===== config.mk =====
export PLATFORM = sky130hd
export DESIGN_NAME = cpu_move_and_return_ops
export DESIGN_NICKNAME = d
export VERILOG_FILES = /design/src/cpu_ops_pkg.sv /design/src/ptr_calc.sv /design/src/cpu_move_and_return_ops.sv
export VERILOG_INCLUDE_DIRS = /design/src
export SDC_FILE = /design/constraint.sdc
export NUM_CORES = 2
export LEC_CHECK = 0
export ABC_AREA = 1
export BUFFER_PORTS_ARGS = -buffer_cell sky130_fd_sc_hd__buf_2
export CAP_MARGIN = 20
export CORE_UTILIZATION = 45
export DETAILED_ROUTE_END_ITERATION = 8
export PLACE_DENSITY = 0.64
export RECOVER_POWER = 50
export SYNTH_ARGS = -nofsm -noshare
export SYNTH_HDL_FRONTEND = slang
export SYNTH_SLANG_ARGS = --single-unit

===== constraint.sdc =====
create_clock -name clk_sys_i -period 15.9 [get_ports clk_sys_i]
set_clock_uncertainty 0.2 [all_clocks]
set_input_delay 1.59 -clock clk_sys_i [delete_from_list [all_inputs] [get_ports clk_sys_i]]
set_output_delay 1.59 -clock clk_sys_i [all_outputs]
set_load 0.03 [all_outputs]

===== src/cpu_ops_cfg.svh =====
`ifndef CPU_OPS_CFG_SVH
`define CPU_OPS_CFG_SVH

// ****************************************
// Opcode patterns
// ****************************************
`define OP_NOP 14'h0000
`define OP_RESET 14'h0001
`define OP_RETURN 14'h0008
`define OP_RET_IRQ 14'h0009
`define OP_OPTION 14'h0062
`define FMOVE_MASK 14'h3F80
`define FMOVE_VAL 14'h0080
`define ISTORE_MASK 14'h3FF8
`define ISTORE_VAL 14'h0018
`define ISTORE_REL_MASK 14'h3F80
`define ISTORE_REL_VAL 14'h3F80

// ****************************************
// Instruction fields
// ****************************************
`define FADDR_MSB 6
`define MODE_MSB 1
`define NSEL_BIT 2
`define KSEL_BIT 6
`define KOFF_MSB 5
`define WIN0_ADDR 7'h00
`define WIN1_ADDR 7'h01

// ****************************************
// Pointer modes
// ****************************************
`define PMODE_PREINC 2'h0
`define PMODE_PREDEC 2'h1
`define PMODE_POSTINC 2'h2
`define PMODE_POSTDEC 2'h3

// ****************************************
// Register port offsets
// ****************************************
`define A_WREG 8'h00
`define A_PTR0 8'h01
`define A_OPTION 8'h03
`define A_IRQCTL 8'h04
`define A_PWRCTL 8'h05
`define A_STATUS 8'h06
`define A_PC 8'h07
`define A_PUSH 8'h08
`define A_SP 8'h09
`define A_MADDR 8'h0A
`define A_MDATA 8'h0B

// ****************************************
// Bits and reset values
// ****************************************
`define IRQ_EN_BIT 7
`define RI_BIT 0
`define OPTION_RST 8'hFF
`define IRQCTL_RST 8'h00
`define PWRCTL_RST 8'h01
`define PC_RST 16'h0000
`define PTR_RST 16'h0000

`endif


===== src/cpu_ops_pkg.sv =====
package cpu_ops_pkg;

  typedef enum logic [3:0] {
    k_nop, k_move_file, k_store_ind, k_store_rel, k_option, k_reset, k_ret_irq, k_return, k_other
  } op_kind_t;

  typedef struct packed {
    op_kind_t kind;
    logic [6:0] faddr;
    logic psel;
    logic [1:0] mode;
    logic [5:0] koff;
  } dec_t;

  typedef struct packed {
    logic [15:0] ea;
    logic [15:0] nxt;
  } ptr_res_t;

  typedef enum logic {st_run, st_ret2} exec_state_t;

endpackage


===== src/ptr_calc.sv =====
`timescale 1ns/1ns
`default_nettype none
`include "cpu_ops_cfg.svh"

module ptr_calc import cpu_ops_pkg::*; (
  input wire logic [15:0] ptr_i,
  input wire logic [1:0] mode_i,
  input wire logic rel_i,
  input wire logic [5:0] koff_i,
  output ptr_res_t res_o
);

  logic [15:0] inc;
  logic [15:0] dec;
  logic [15:0] koff_ext;

  // Plain 16-bit adders, so wrap at both ends comes for free
  assign inc = ptr_i + 16'h0001;
  assign dec = ptr_i - 16'h0001;
  assign koff_ext = {{10{koff_i[`KOFF_MSB]}}, koff_i};

  always_comb begin
    res_o.ea = ptr_i;
    res_o.nxt = ptr_i;
    if (rel_i) begin
      res_o.ea = ptr_i + koff_ext;
      res_o.nxt = ptr_i;
    end else begin
      case (mode_i)
        `PMODE_PREINC: begin
          res_o.ea = inc;
          res_o.nxt = inc;
        end
        `PMODE_PREDEC: begin
          res_o.ea = dec;
          res_o.nxt = dec;
        end
        `PMODE_POSTINC: begin
          res_o.ea = ptr_i;
          res_o.nxt = inc;
        end
        default: begin
          res_o.ea = ptr_i;
          res_o.nxt = dec;
        end
      endcase
    end
  end

endmodule

`default_nettype wire


===== src/cpu_move_and_return_ops.sv =====
// Implementation choices: the strobed register port and the register offsets.
`timescale 1ns/1ns
`default_nettype none
`include "cpu_ops_cfg.svh"

module cpu_move_and_return_ops import cpu_ops_pkg::*; #(
  parameter int DMEM_AW = 8,
  parameter int SP_W = 4,
  parameter int PC_W = 15
) (
  input wire logic clk_sys_i,
  input wire logic rst_i,
  input wire logic [13:0] instr_i,
  input wire logic instr_valid_i,
  output logic instr_ready_o,
  input wire logic [7:0] addr_i,
  input wire logic [15:0] wdata_i,
  input wire logic wr_i,
  input wire logic rd_i,
  output logic [15:0] rdata_o,
  output logic [PC_W-1:0] program_counter_o,
  output logic [7:0] option_o,
  output logic global_irq_enable_o,
  output logic device_reset_o,
  output logic [2:0] status_o
);

  localparam int STACK_DEPTH = 2 ** SP_W;

  // ****************************************
  // State
  // ****************************************
  logic [7:0] w_r;
  logic [15:0] ptr_r [2];
  logic [7:0] option_r;
  logic [7:0] irqctl_r;
  logic [7:0] pwrctl_r;
  logic [2:0] status_r;
  logic [PC_W-1:0] pc_r;
  logic [SP_W-1:0] sp_r;
  logic [DMEM_AW-1:0] maddr_r;
  logic [15:0] rdata_r;
  logic soft_rst_r;
  exec_state_t state_r;
  logic [7:0] dmem [2 ** DMEM_AW];
  logic [PC_W-1:0] stack [STACK_DEPTH];

  dec_t dec;
  ptr_res_t pres;
  logic accept;
  logic is_ret;
  logic is_ind;
  logic [SP_W-1:0] sp_dec;
  logic [PC_W-1:0] top;
  logic [15:0] sel_ptr;
  logic push_ok;
  logic mem_we;
  logic [DMEM_AW-1:0] mem_wa;
  logic [7:0] mem_wd;

  // ****************************************
  // Decode
  // ****************************************
  always_comb begin
    dec = '0;
    dec.kind = k_other;
    dec.faddr = instr_i[`FADDR_MSB:0];
    dec.mode = instr_i[`MODE_MSB:0];
    dec.psel = instr_i[`NSEL_BIT];
    dec.koff = instr_i[`KOFF_MSB:0];
    if (instr_i == `OP_NOP) begin
      dec.kind = k_nop;
    end else if (instr_i == `OP_RESET) begin
      dec.kind = k_reset;
    end else if (instr_i == `OP_RETURN) begin
      dec.kind = k_return;
    end else if (instr_i == `OP_RET_IRQ) begin
      dec.kind = k_ret_irq;
    end else if (instr_i == `OP_OPTION) begin
      dec.kind = k_option;
    end else if ((instr_i & `FMOVE_MASK) == `FMOVE_VAL) begin
      dec.kind = k_move_file;
    end else if ((instr_i & `ISTORE_MASK) == `ISTORE_VAL) begin
      dec.kind = k_store_ind;
    end else if ((instr_i & `ISTORE_REL_MASK) == `ISTORE_REL_VAL) begin
      dec.kind = k_store_rel;
      dec.psel = instr_i[`KSEL_BIT];
    end
  end

  // Unknown words belong to other units here; they only advance the counter
  assign instr_ready_o = (state_r == st_run) && !soft_rst_r;
  assign accept = instr_valid_i && instr_ready_o;
  assign is_ret = (dec.kind == k_ret_irq) || (dec.kind == k_return);
  assign is_ind = (dec.kind == k_store_ind) || (dec.kind == k_store_rel);
  assign sp_dec = sp_r - SP_W'(1);
  assign top = stack[sp_dec];
  assign sel_ptr = ptr_r[dec.psel];
  assign push_ok = wr_i && (addr_i == `A_PUSH) && !(accept && is_ret) && !soft_rst_r;

  ptr_calc u_ptr_calc (
    .ptr_i(sel_ptr),
    .mode_i(dec.mode),
    .rel_i(dec.kind == k_store_rel),
    .koff_i(dec.koff),
    .res_o(pres)
  );

  // ****************************************
  // Data memory
  // ****************************************
  always_comb begin
    mem_we = 1'b0;
    mem_wa = maddr_r;
    mem_wd = wdata_i[7:0];
    if (accept && dec.kind == k_move_file) begin
      mem_we = 1'b1;
      mem_wd = w_r;
      if (dec.faddr == `WIN0_ADDR) begin
        mem_wa = ptr_r[0][DMEM_AW-1:0];
      end else if (dec.faddr == `WIN1_ADDR) begin
        mem_wa = ptr_r[1][DMEM_AW-1:0];
      end else begin
        mem_wa = DMEM_AW'(dec.faddr);
      end
    end else if (accept && is_ind) begin
      mem_we = 1'b1;
      mem_wd = w_r;
      mem_wa = pres.ea[DMEM_AW-1:0];
    end else if (wr_i && addr_i == `A_MDATA) begin
      mem_we = 1'b1;
    end
  end

  // No reset on the array: software must not rely on power-up contents
  always_ff @(posedge clk_sys_i) begin
    if (mem_we) begin
      dmem[mem_wa] <= mem_wd;
    end
  end

  // ****************************************
  // Return stack
  // ****************************************
  always_ff @(posedge clk_sys_i) begin
    if (push_ok) begin
      stack[sp_r] <= wdata_i[PC_W-1:0];
    end
  end

  // Over- and underflow wrap silently
  always_ff @(posedge clk_sys_i or posedge rst_i) begin
    if (rst_i) begin
      sp_r <= '0;
    end else if (soft_rst_r) begin
      sp_r <= '0;
    end else if (accept && is_ret) begin
      sp_r <= sp_dec;
    end else if (push_ok) begin
      sp_r <= sp_r + SP_W'(1);
    end
  end

  // ****************************************
  // Program counter and sequencing
  // ****************************************
  always_ff @(posedge clk_sys_i or posedge rst_i) begin
    if (rst_i) begin
      pc_r <= PC_W'(`PC_RST);
    end else if (soft_rst_r) begin
      pc_r <= PC_W'(`PC_RST);
    end else if (accept) begin
      if (is_ret) begin
        pc_r <= top;
      end else begin
        pc_r <= pc_r + PC_W'(1);
      end
    end else if (wr_i && addr_i == `A_PC) begin
      pc_r <= wdata_i[PC_W-1:0];
    end
  end

  // Second return cycle is dead: the fetched word after a return is stale
  always_ff @(posedge clk_sys_i or posedge rst_i) begin
    if (rst_i) begin
      state_r <= st_run;
    end else begin
      case (state_r)
        st_run: state_r <= (accept && is_ret) ? st_ret2 : st_run;
        default: state_r <= st_run;
      endcase
    end
  end

  always_ff @(posedge clk_sys_i or posedge rst_i) begin
    if (rst_i) begin
      soft_rst_r <= 1'b0;
    end else begin
      soft_rst_r <= accept && (dec.kind == k_reset);
    end
  end

  // ****************************************
  // Working, pointer and control registers
  // ****************************************
  always_ff @(posedge clk_sys_i or posedge rst_i) begin
    if (rst_i) begin
      w_r <= 8'h00;
    end else if (soft_rst_r) begin
      w_r <= 8'h00;
    end else if (wr_i && addr_i == `A_WREG) begin
      w_r <= wdata_i[7:0];
    end
  end

  for (genvar i = 0; i < 2; i++) begin : g_ptr
    always_ff @(posedge clk_sys_i or posedge rst_i) begin
      if (rst_i) begin
        ptr_r[i] <= `PTR_RST;
      end else if (soft_rst_r) begin
        ptr_r[i] <= `PTR_RST;
      end else if (accept && is_ind && dec.psel == 1'(i)) begin
        ptr_r[i] <= pres.nxt;
      end else if (wr_i && addr_i == `A_PTR0 + 8'(i)) begin
        ptr_r[i] <= wdata_i;
      end
    end
  end

  always_ff @(posedge clk_sys_i or posedge rst_i) begin
    if (rst_i) begin
      option_r <= `OPTION_RST;
    end else if (soft_rst_r) begin
      option_r <= `OPTION_RST;
    end else if (accept && dec.kind == k_option) begin
      option_r <= w_r;
    end else if (wr_i && addr_i == `A_OPTION) begin
      option_r <= wdata_i[7:0];
    end
  end

  // Hardware set of the enable wins over a same-cycle software write
  always_ff @(posedge clk_sys_i or posedge rst_i) begin
    if (rst_i) begin
      irqctl_r <= `IRQCTL_RST;
    end else if (soft_rst_r) begin
      irqctl_r <= `IRQCTL_RST;
    end else begin
      if (wr_i && addr_i == `A_IRQCTL) begin
        irqctl_r <= wdata_i[7:0];
      end
      if (accept && dec.kind == k_ret_irq) begin
        irqctl_r[`IRQ_EN_BIT] <= 1'b1;
      end
    end
  end

  // Only the RI bit clears on the soft reset so software can tell the cause afterwards
  always_ff @(posedge clk_sys_i or posedge rst_i) begin
    if (rst_i) begin
      pwrctl_r <= `PWRCTL_RST;
    end else if (soft_rst_r) begin
      pwrctl_r[`RI_BIT] <= 1'b0;
    end else if (wr_i && addr_i == `A_PWRCTL) begin
      pwrctl_r <= wdata_i[7:0];
    end
  end

  // Only software, rst_i and the soft reset of the reset instruction touch the flags; no other instruction does
  always_ff @(posedge clk_sys_i or posedge rst_i) begin
    if (rst_i) begin
      status_r <= 3'h0;
    end else if (soft_rst_r) begin
      status_r <= 3'h0;
    end else if (wr_i && addr_i == `A_STATUS) begin
      status_r <= wdata_i[2:0];
    end
  end

  always_ff @(posedge clk_sys_i or posedge rst_i) begin
    if (rst_i) begin
      maddr_r <= '0;
    end else if (wr_i && addr_i == `A_MADDR) begin
      maddr_r <= wdata_i[DMEM_AW-1:0];
    end
  end

  // ****************************************
  // Register read port
  // ****************************************
  always_ff @(posedge clk_sys_i or posedge rst_i) begin
    if (rst_i) begin
      rdata_r <= 16'h0000;
    end else if (rd_i) begin
      case (addr_i)
        `A_WREG: rdata_r <= {8'h00, w_r};
        `A_PTR0: rdata_r <= ptr_r[0];
        `A_PTR0 + 8'h01: rdata_r <= ptr_r[1];
        `A_OPTION: rdata_r <= {8'h00, option_r};
        `A_IRQCTL: rdata_r <= {8'h00, irqctl_r};
        `A_PWRCTL: rdata_r <= {8'h00, pwrctl_r};
        `A_STATUS: rdata_r <= {13'h0000, status_r};
        `A_PC: rdata_r <= 16'(pc_r);
        `A_SP: rdata_r <= 16'(sp_r);
        `A_MADDR: rdata_r <= 16'(maddr_r);
        `A_MDATA: rdata_r <= {8'h00, dmem[maddr_r]};
        default: rdata_r <= 16'h0000;
      endcase
    end else begin
      rdata_r <= 16'h0000;
    end
  end

  assign rdata_o = rdata_r;
  assign program_counter_o = pc_r;
  assign option_o = option_r;
  assign global_irq_enable_o = irqctl_r[`IRQ_EN_BIT];
  assign device_reset_o = soft_rst_r;
  assign status_o = status_r;
endmodule

`default_nettype wire


# --- Word level (Yosys, flattened, before mapping) ---
# Memory sizes are Yosys's and may differ from the RTL's.
# Cells that the tools add are included.
word_totals:
  reg_bits: 112
  mem_bits_rw: 2288
  in_bits: 43
  word_cells: 161
  n_memories: 2
op_classes:
  add_sub_neg: 6
  magnitude_cmp: 1
  n_eq_ne: 28
  n_mux: 63
  bitwise: 4
  reduce_logical: 42
mem_list:
  columns: ["name", "depth", "width", "rd", "rd_clocked_by_memory_dff", "write_ports", "line_no", "text"]
  rows:
  - ["dmem", 256, 8, 1, 0, 1, "cpu_move_and_return_ops.sv:45", "logic [7:0] dmem [2 ** DMEM_AW];"]
  - ["stack", 16, 15, 1, 0, 1, "cpu_move_and_return_ops.sv:46", "logic [PC_W-1:0] stack [STACK_DEPTH];"]
op_table:
  columns: ["cell", "count"]
  rows:
  - ["$pmux W16 S11", 1]
  - ["$mux W16", 10]
  - ["$mux W8", 13]
  - ["$pmux W24 S3", 1]
  - ["$mux W15", 4]
  - ["$mux W4", 11]
  - ["$eq A8 B3 Y1 const B", 4]
  - ["$eq A8 B4 Y1 const B", 4]
  - ["$eq A14 B4 Y1 const B", 2]
  - ["$mux W24", 1]
  - ["$logic_and A1 B1 Y1", 23]
  - ["$mux W1", 20]
  - ["$reduce_bool A3 Y1", 6]
  - ["$add A16 B1 Y16 const B", 1]
  - ["$eq A4 B3 Y1 const B", 4]
  - ["$eq A8 B2 Y1 const B", 2]
  - ["$sub A16 B1 Y16 const B", 1]
  - ["$add A15 B1 Y15 const B", 1]
  - ["$eq A14 B1 Y1 const B", 1]
  - ["$eq A14 B7 Y1 const B", 1]
  - ["$eq A7 B1 Y1 const B", 2]
  - ["$logic_not A14 Y1", 1]
  - ["$eq A11 B2 Y1 const B", 1]
  - ["$add A8 B8 Y8", 1]
  - ["19 further kinds", 28]

# --- Logic depth before layout (Yosys ltp) ---
depth:
  depth_word: 18
  ltp_mapped: 24
  ltp_nobuf: 23

# --- Cells and area by module ---
# From an unflattened synthesis, not the netlist that was laid out.
unflattened:
  cells_unflattened: 9100
  hier_area_um2: 101837.7
modules_own_cells:
  columns: ["module", "instances", "cells_each", "area_per_inst_um2", "seq_area_each_um2"]
  rows:
  - ["cpu_move_and_return_ops", 1, 8572, 99238.9, 71519.8]
  - ["ptr_calc", 1, 528, 2598.7, 0.0]

# --- Least setup slack after synthesis ---
# Ideal clock, no wire load.
synth_timing:
  path_kind: "input -> register"
  startpoint: "in instr_i[0]"
  endpoint: "mem dmem[0][3], data pin"
  setup_ps: 2189
  t_arrival_ps: 13075
  required_ps: 13511
  slack_ps: 436
  cell_stages: 12
  path_buffers: 2
  path_cell_list: "buf_2 > inv_2 > nor2_1 > inv_1 > nor3_1 > o21ai_0 > clkinv_1 > nor2_1 > nand4_1 > o311ai_1 > clkbuf_1 > o21ai_0"
synth_via:
  elab_chain_cells: 11
synth_lines:
  columns: ["item", "line_no", "text"]
  rows:
  - ["start: declaration", "cpu_move_and_return_ops.sv:13", "input wire logic [13:0] instr_i,"]
  - ["$eq A14 B7 Y1 (no line)", null, null]
  - ["$mux W4", "cpu_move_and_return_ops.sv:79", "end else if (instr_i == `OP_OPTION) begin"]
  - ["$mux W4", "cpu_move_and_return_ops.sv:77", "end else if (instr_i == `OP_RET_IRQ) begin"]
  - ["$mux W4", "cpu_move_and_return_ops.sv:75", "end else if (instr_i == `OP_RETURN) begin"]
  - ["$mux W4", "cpu_move_and_return_ops.sv:73", "end else if (instr_i == `OP_RESET) begin"]
  - ["$mux W4 (*)", "cpu_move_and_return_ops.sv:71", "if (instr_i == `OP_NOP) begin"]
  - ["$eq A4 B2 Y1", "cpu_move_and_return_ops.sv:95", "assign is_ind = (dec.kind == k_store_ind) || (dec.kind == k_store_rel);"]
  - ["$logic_or A1 B1 Y1", "cpu_move_and_return_ops.sv:95", null]
  - ["$logic_and A1 B1 Y1", "cpu_move_and_return_ops.sv:126", "end else if (accept && is_ind) begin"]
  - ["$mux W8", "cpu_move_and_return_ops.sv:126", null]
  - ["$mux W8 (*)", "cpu_move_and_return_ops.sv:116", "if (accept && dec.kind == k_move_file) begin"]
  - ["net mem_wd[3]", "cpu_move_and_return_ops.sv:59", "logic [7:0] mem_wd;"]
  - ["end: declaration", "cpu_move_and_return_ops.sv:45", null]
# The timed path passes the listed nets; every way through them passes the cells marked *.

# --- Final worst setup path ---
layout_timing:
  startpoint: "in instr_i[0]"
  endpoint: "mem dmem[67][0], data pin"
# The elaborated chain is that of the path after synthesis.

==> impl_metrics.py <==
metrics = {
    "die": {
        "die_y_um": 472.2,
        "core_area_um2": 219700,
        "rows": 172,
        "design.die.area_um2": 223000,
        "fp.dieW_um": 472.2,
        "start_util_pct": 45.28,
        "io_pins": 88,
    },
    "sta": {
        "tightest_slew_ps": 4058,
        "drv_slew": 1225,
        "timing.hold.ws_ps": 284.2,
        "fin_crit_sh_pct": 68.81,
        "setup_ws_ps": 4959,
        "hold_viol": 0,
        "finalSetupTns_ps": 0,
        "slew_headroom_pct": -170.5,
        "grt_setup_unrepaired": "false",
        "post-route-min-period_ps": 10940,
        "max_freq_ghz": 0.09140,
        "setup_viol": 0,
    },
    "critical_path": {
        "endpoint": "dmem[67][0]",
        "cp_max_fo": 67,
        "worst-setup-path-type": "in2reg",
        "r2r-start": "device_reset_o",
        "r2r_slack_ps": 6590,
        "startpoint": "instr_i[0]",
        "cp-end-kind": "register",
        "r2r-end": "dmem[67][0]",
        "critPathArrivalTime_ps": 11280,
        "cp.required_ps": 16240,
        "cp-start-kind": "primary input",
        "r2r_cells": 12,
    },
    "global_routing": {
        "antenna_found_initial": 3,
        "grt_max_degree": 216,
        "overflow": 0,
        "grt_pass1_wl_um": 421100,
        "grt_pass1_vias": 65207,
        "grt_usage_pct": 25.16,
    },
    "drt": {
        "first_pass_iters": 9,
        "drtIter0Drc": 8936,
        "via_per_inst": 5.996,
        "ant_nets": 0,
        "num_vias": 67608,
        "wl_per_cell_um": 25.42,
        "drc": 0,
        "wl_um": 286600,
    },
    "power_and_ir_drop": {
        "cellInternalPower_mw": 10.37,
        "power_leakage_nw": 35.77,
        "swShare_pct": 23.99,
        "power_frac_clock_pct": 40.6,
        "combPwrFrac_pct": 8.1,
        "ir_drop_v": 0.0001118,
        "p_seq_share_pct": 51.3,
        "switchingPower_mw": 3.272,
        "powerDensity_nw_per_um2": 124.5,
    },
    "synth": {
        "ys_top_cells_by_area": "edfxtp_1, o21ai_0, nor2_1",
        "synthCells": 8262,
        "yosysTopAreaCell": "edfxtp_1",
        "ys_ff_latch": 2400,
        "synth.top_cell.area_share_pct": 69.06,
        "synth_common_cells": "edfxtp_1, nor2_1, o21ai_0",
        "async_flop_share_pct": 4.667,
        "syn_nets": 8320,
        "synth.most_common_cell": "edfxtp_1",
        "synth_edf_count": 2288,
        "synth.cell_area_um2": 99490,
        "synth_area_per_cell_um2": 12.04,
        "ys_seq_area_share_pct": 71.89,
        "yosys.cell_types.count": 64,
        "ys.flop_type": "edfxtp_1",
        "yosys_warnings": 0,
    },
    "placed_design": {
        "post-place-ws_ps": 8345,
        "gp_congestion": 0.9340,
        "place_inst": 10836,
        "io_buffers": 87,
        "dp.final_hpwl_um": 167100,
    },
    "flow_run": {
        "maxCapViolations": 44,
    },
    "clocking": {
        "clkTransAtPathRegs_ps": 60,
        "clkSinkCount": 2400,
        "cts_resized": 0,
        "cts_buffer_depth": 3,
        "hold_buffers": 0,
        "post_cts.repair.setup_buffers": 0,
        "cts_tree": "yes",
        "cts_made_buffers": 232,
        "cts-htree-levels": 4,
        "cts_root_buffer": "clkbuf_16",
        "clock_latency_ps": 880,
    },
    "final_layout": {
        "final_nets": 8171,
        "syn_to_final_growth_pct": 10.11,
        "layout-drive-gt1-share_pct": 7.358,
        "fin_cells": 11276,
        "utilization_pct": 49.85,
    },
    "status": {
        "violations": "max-capacitance violations, max-slew violations",
        "status": "finished, violations left",
    },
    "min_path": {
        "hold_path_class": "reg2reg",
    },
}
metal layers:
metal / vias up / routed length, µm / global-route usage (%)
met5: - / 13 / 0
met4: 2 / 12720 / 10.84
met3: 591 / 27690 / 4.954
met2: 3630 / 131600 / 39.36
met1: 33397 / 114600 / 34.21
li1: 29988 / - / -
worst min-delay path by stage:
stage	from	to	slack, ps	cells past startpoint
2_1_floorplan	ptr_r[27]	ptr_r[27]	250	2
3_3_place_gp	ptr_r[23]	ptr_r[23]	260	2
3_5_place_dp	ptr_r[29]	ptr_r[29]	260	2
4_1_cts	ptr_r[29]	ptr_r[29]	280	2
5_1_grt	irqctl_r[3]	irqctl_r[3]	300	2
6_report	ptr_r[29]	ptr_r[29]	280	2
critical path, stage by stage:
cell and delay [ps]:
clkbuf_1 380, inv_1 690, nor2_1 160, inv_1 150, nor3_1 80, o21ai_0 210
clkbuf_1 560, clkinv_1 710, nor2_1 320, nand4_1 120, o311ai_0 140, clkbuf_1 1000
nor2_1 180, a21oi_4 170, clkbuf_1 2870, buf_4 1010, buf_4 810
logic make-up after synthesis:
family | after synthesis | share of synthesized area [%]
buffers and inverters | 735 | 2.928
adder cells (fa/ha/maj) | 15 | 0.1962
flip-flops | 2400 | 71.89
XOR/XNOR | 24 | 0.2113
AO/OA/AOI/OAI | 2208 | 12.33
AND/OR/NAND/NOR | 2880 | 12.44
metrics by stage:
step | power, mW | cell area (µm²)
2_1_floorplan | 7.814 | 99490
3_3_place_gp | 8.197 | 102400
3_5_place_dp | 8.203 | 102400
4_1_cts | 13.66 | 110000
5_1_grt | 13.99 | 109500
6_report | 13.64 | 109500
layout make-up:
type	instances	area, µm²
Antenna cell	1	2.502
Clock buffer	290	6085
Clock inverter	148	1573
Fill cell	19059	110200
Inverter	163	643.1
Multi-Input combinational cell	5127	24900
Sequential cell	2400	71540
Tap cell	2958	3701
Timing Repair Buffer	189	1105
layout by cell type, fill, tap and decap left out, types with 40 or more instances in the layout:
| master | synthesis | final |
|---|---|---|
| a21oi_1 | 190 | 184 |
| a22oi_1 | 42 | 43 |
| buf_4 | 4 | 62 |
| clkbuf_1 | 488 | 146 |
| clkbuf_16 | 0 | 233 |
| clkinv_1 | 7 | 60 |
| clkinv_2 | 0 | 40 |
| dfrtp_1 | 103 | 98 |
| edfxtp_1 | 2288 | 2288 |
| inv_1 | 147 | 145 |
| nand2_1 | 810 | 811 |
| nand3_1 | 423 | 430 |
| nor2_1 | 1410 | 1448 |
| nor2_2 | 121 | 84 |
| o21ai_0 | 1275 | 1276 |
| o22ai_1 | 593 | 593 |
power by group through the flow:
stage | registers (mW) | logic, mW | clock network (mW)
6_report | 6.99 | 1.10 | 5.54
5_1_grt | 6.99 | 1.18 | 5.82
4_1_cts | 6.99 | 1.09 | 5.59
3_5_place_dp | 7.12 | 1.08 | 0
3_3_place_gp | 7.12 | 1.08 | 0
2_1_floorplan | 7.16 | 0.658 | 0
state kept, by name, indices dropped and copies added, names as in the netlist, 3 cells and up:
name               flops
dmem                2048
status_o               3
pwrctl_r               8
sp_r                   4
rdata_o               16
irqctl_r               8
option_o               8
maddr_r                8
w_r                    8
ptr_r                 32
stack                240
program_counter_o     15
Power figures use the tool's default switching activity.
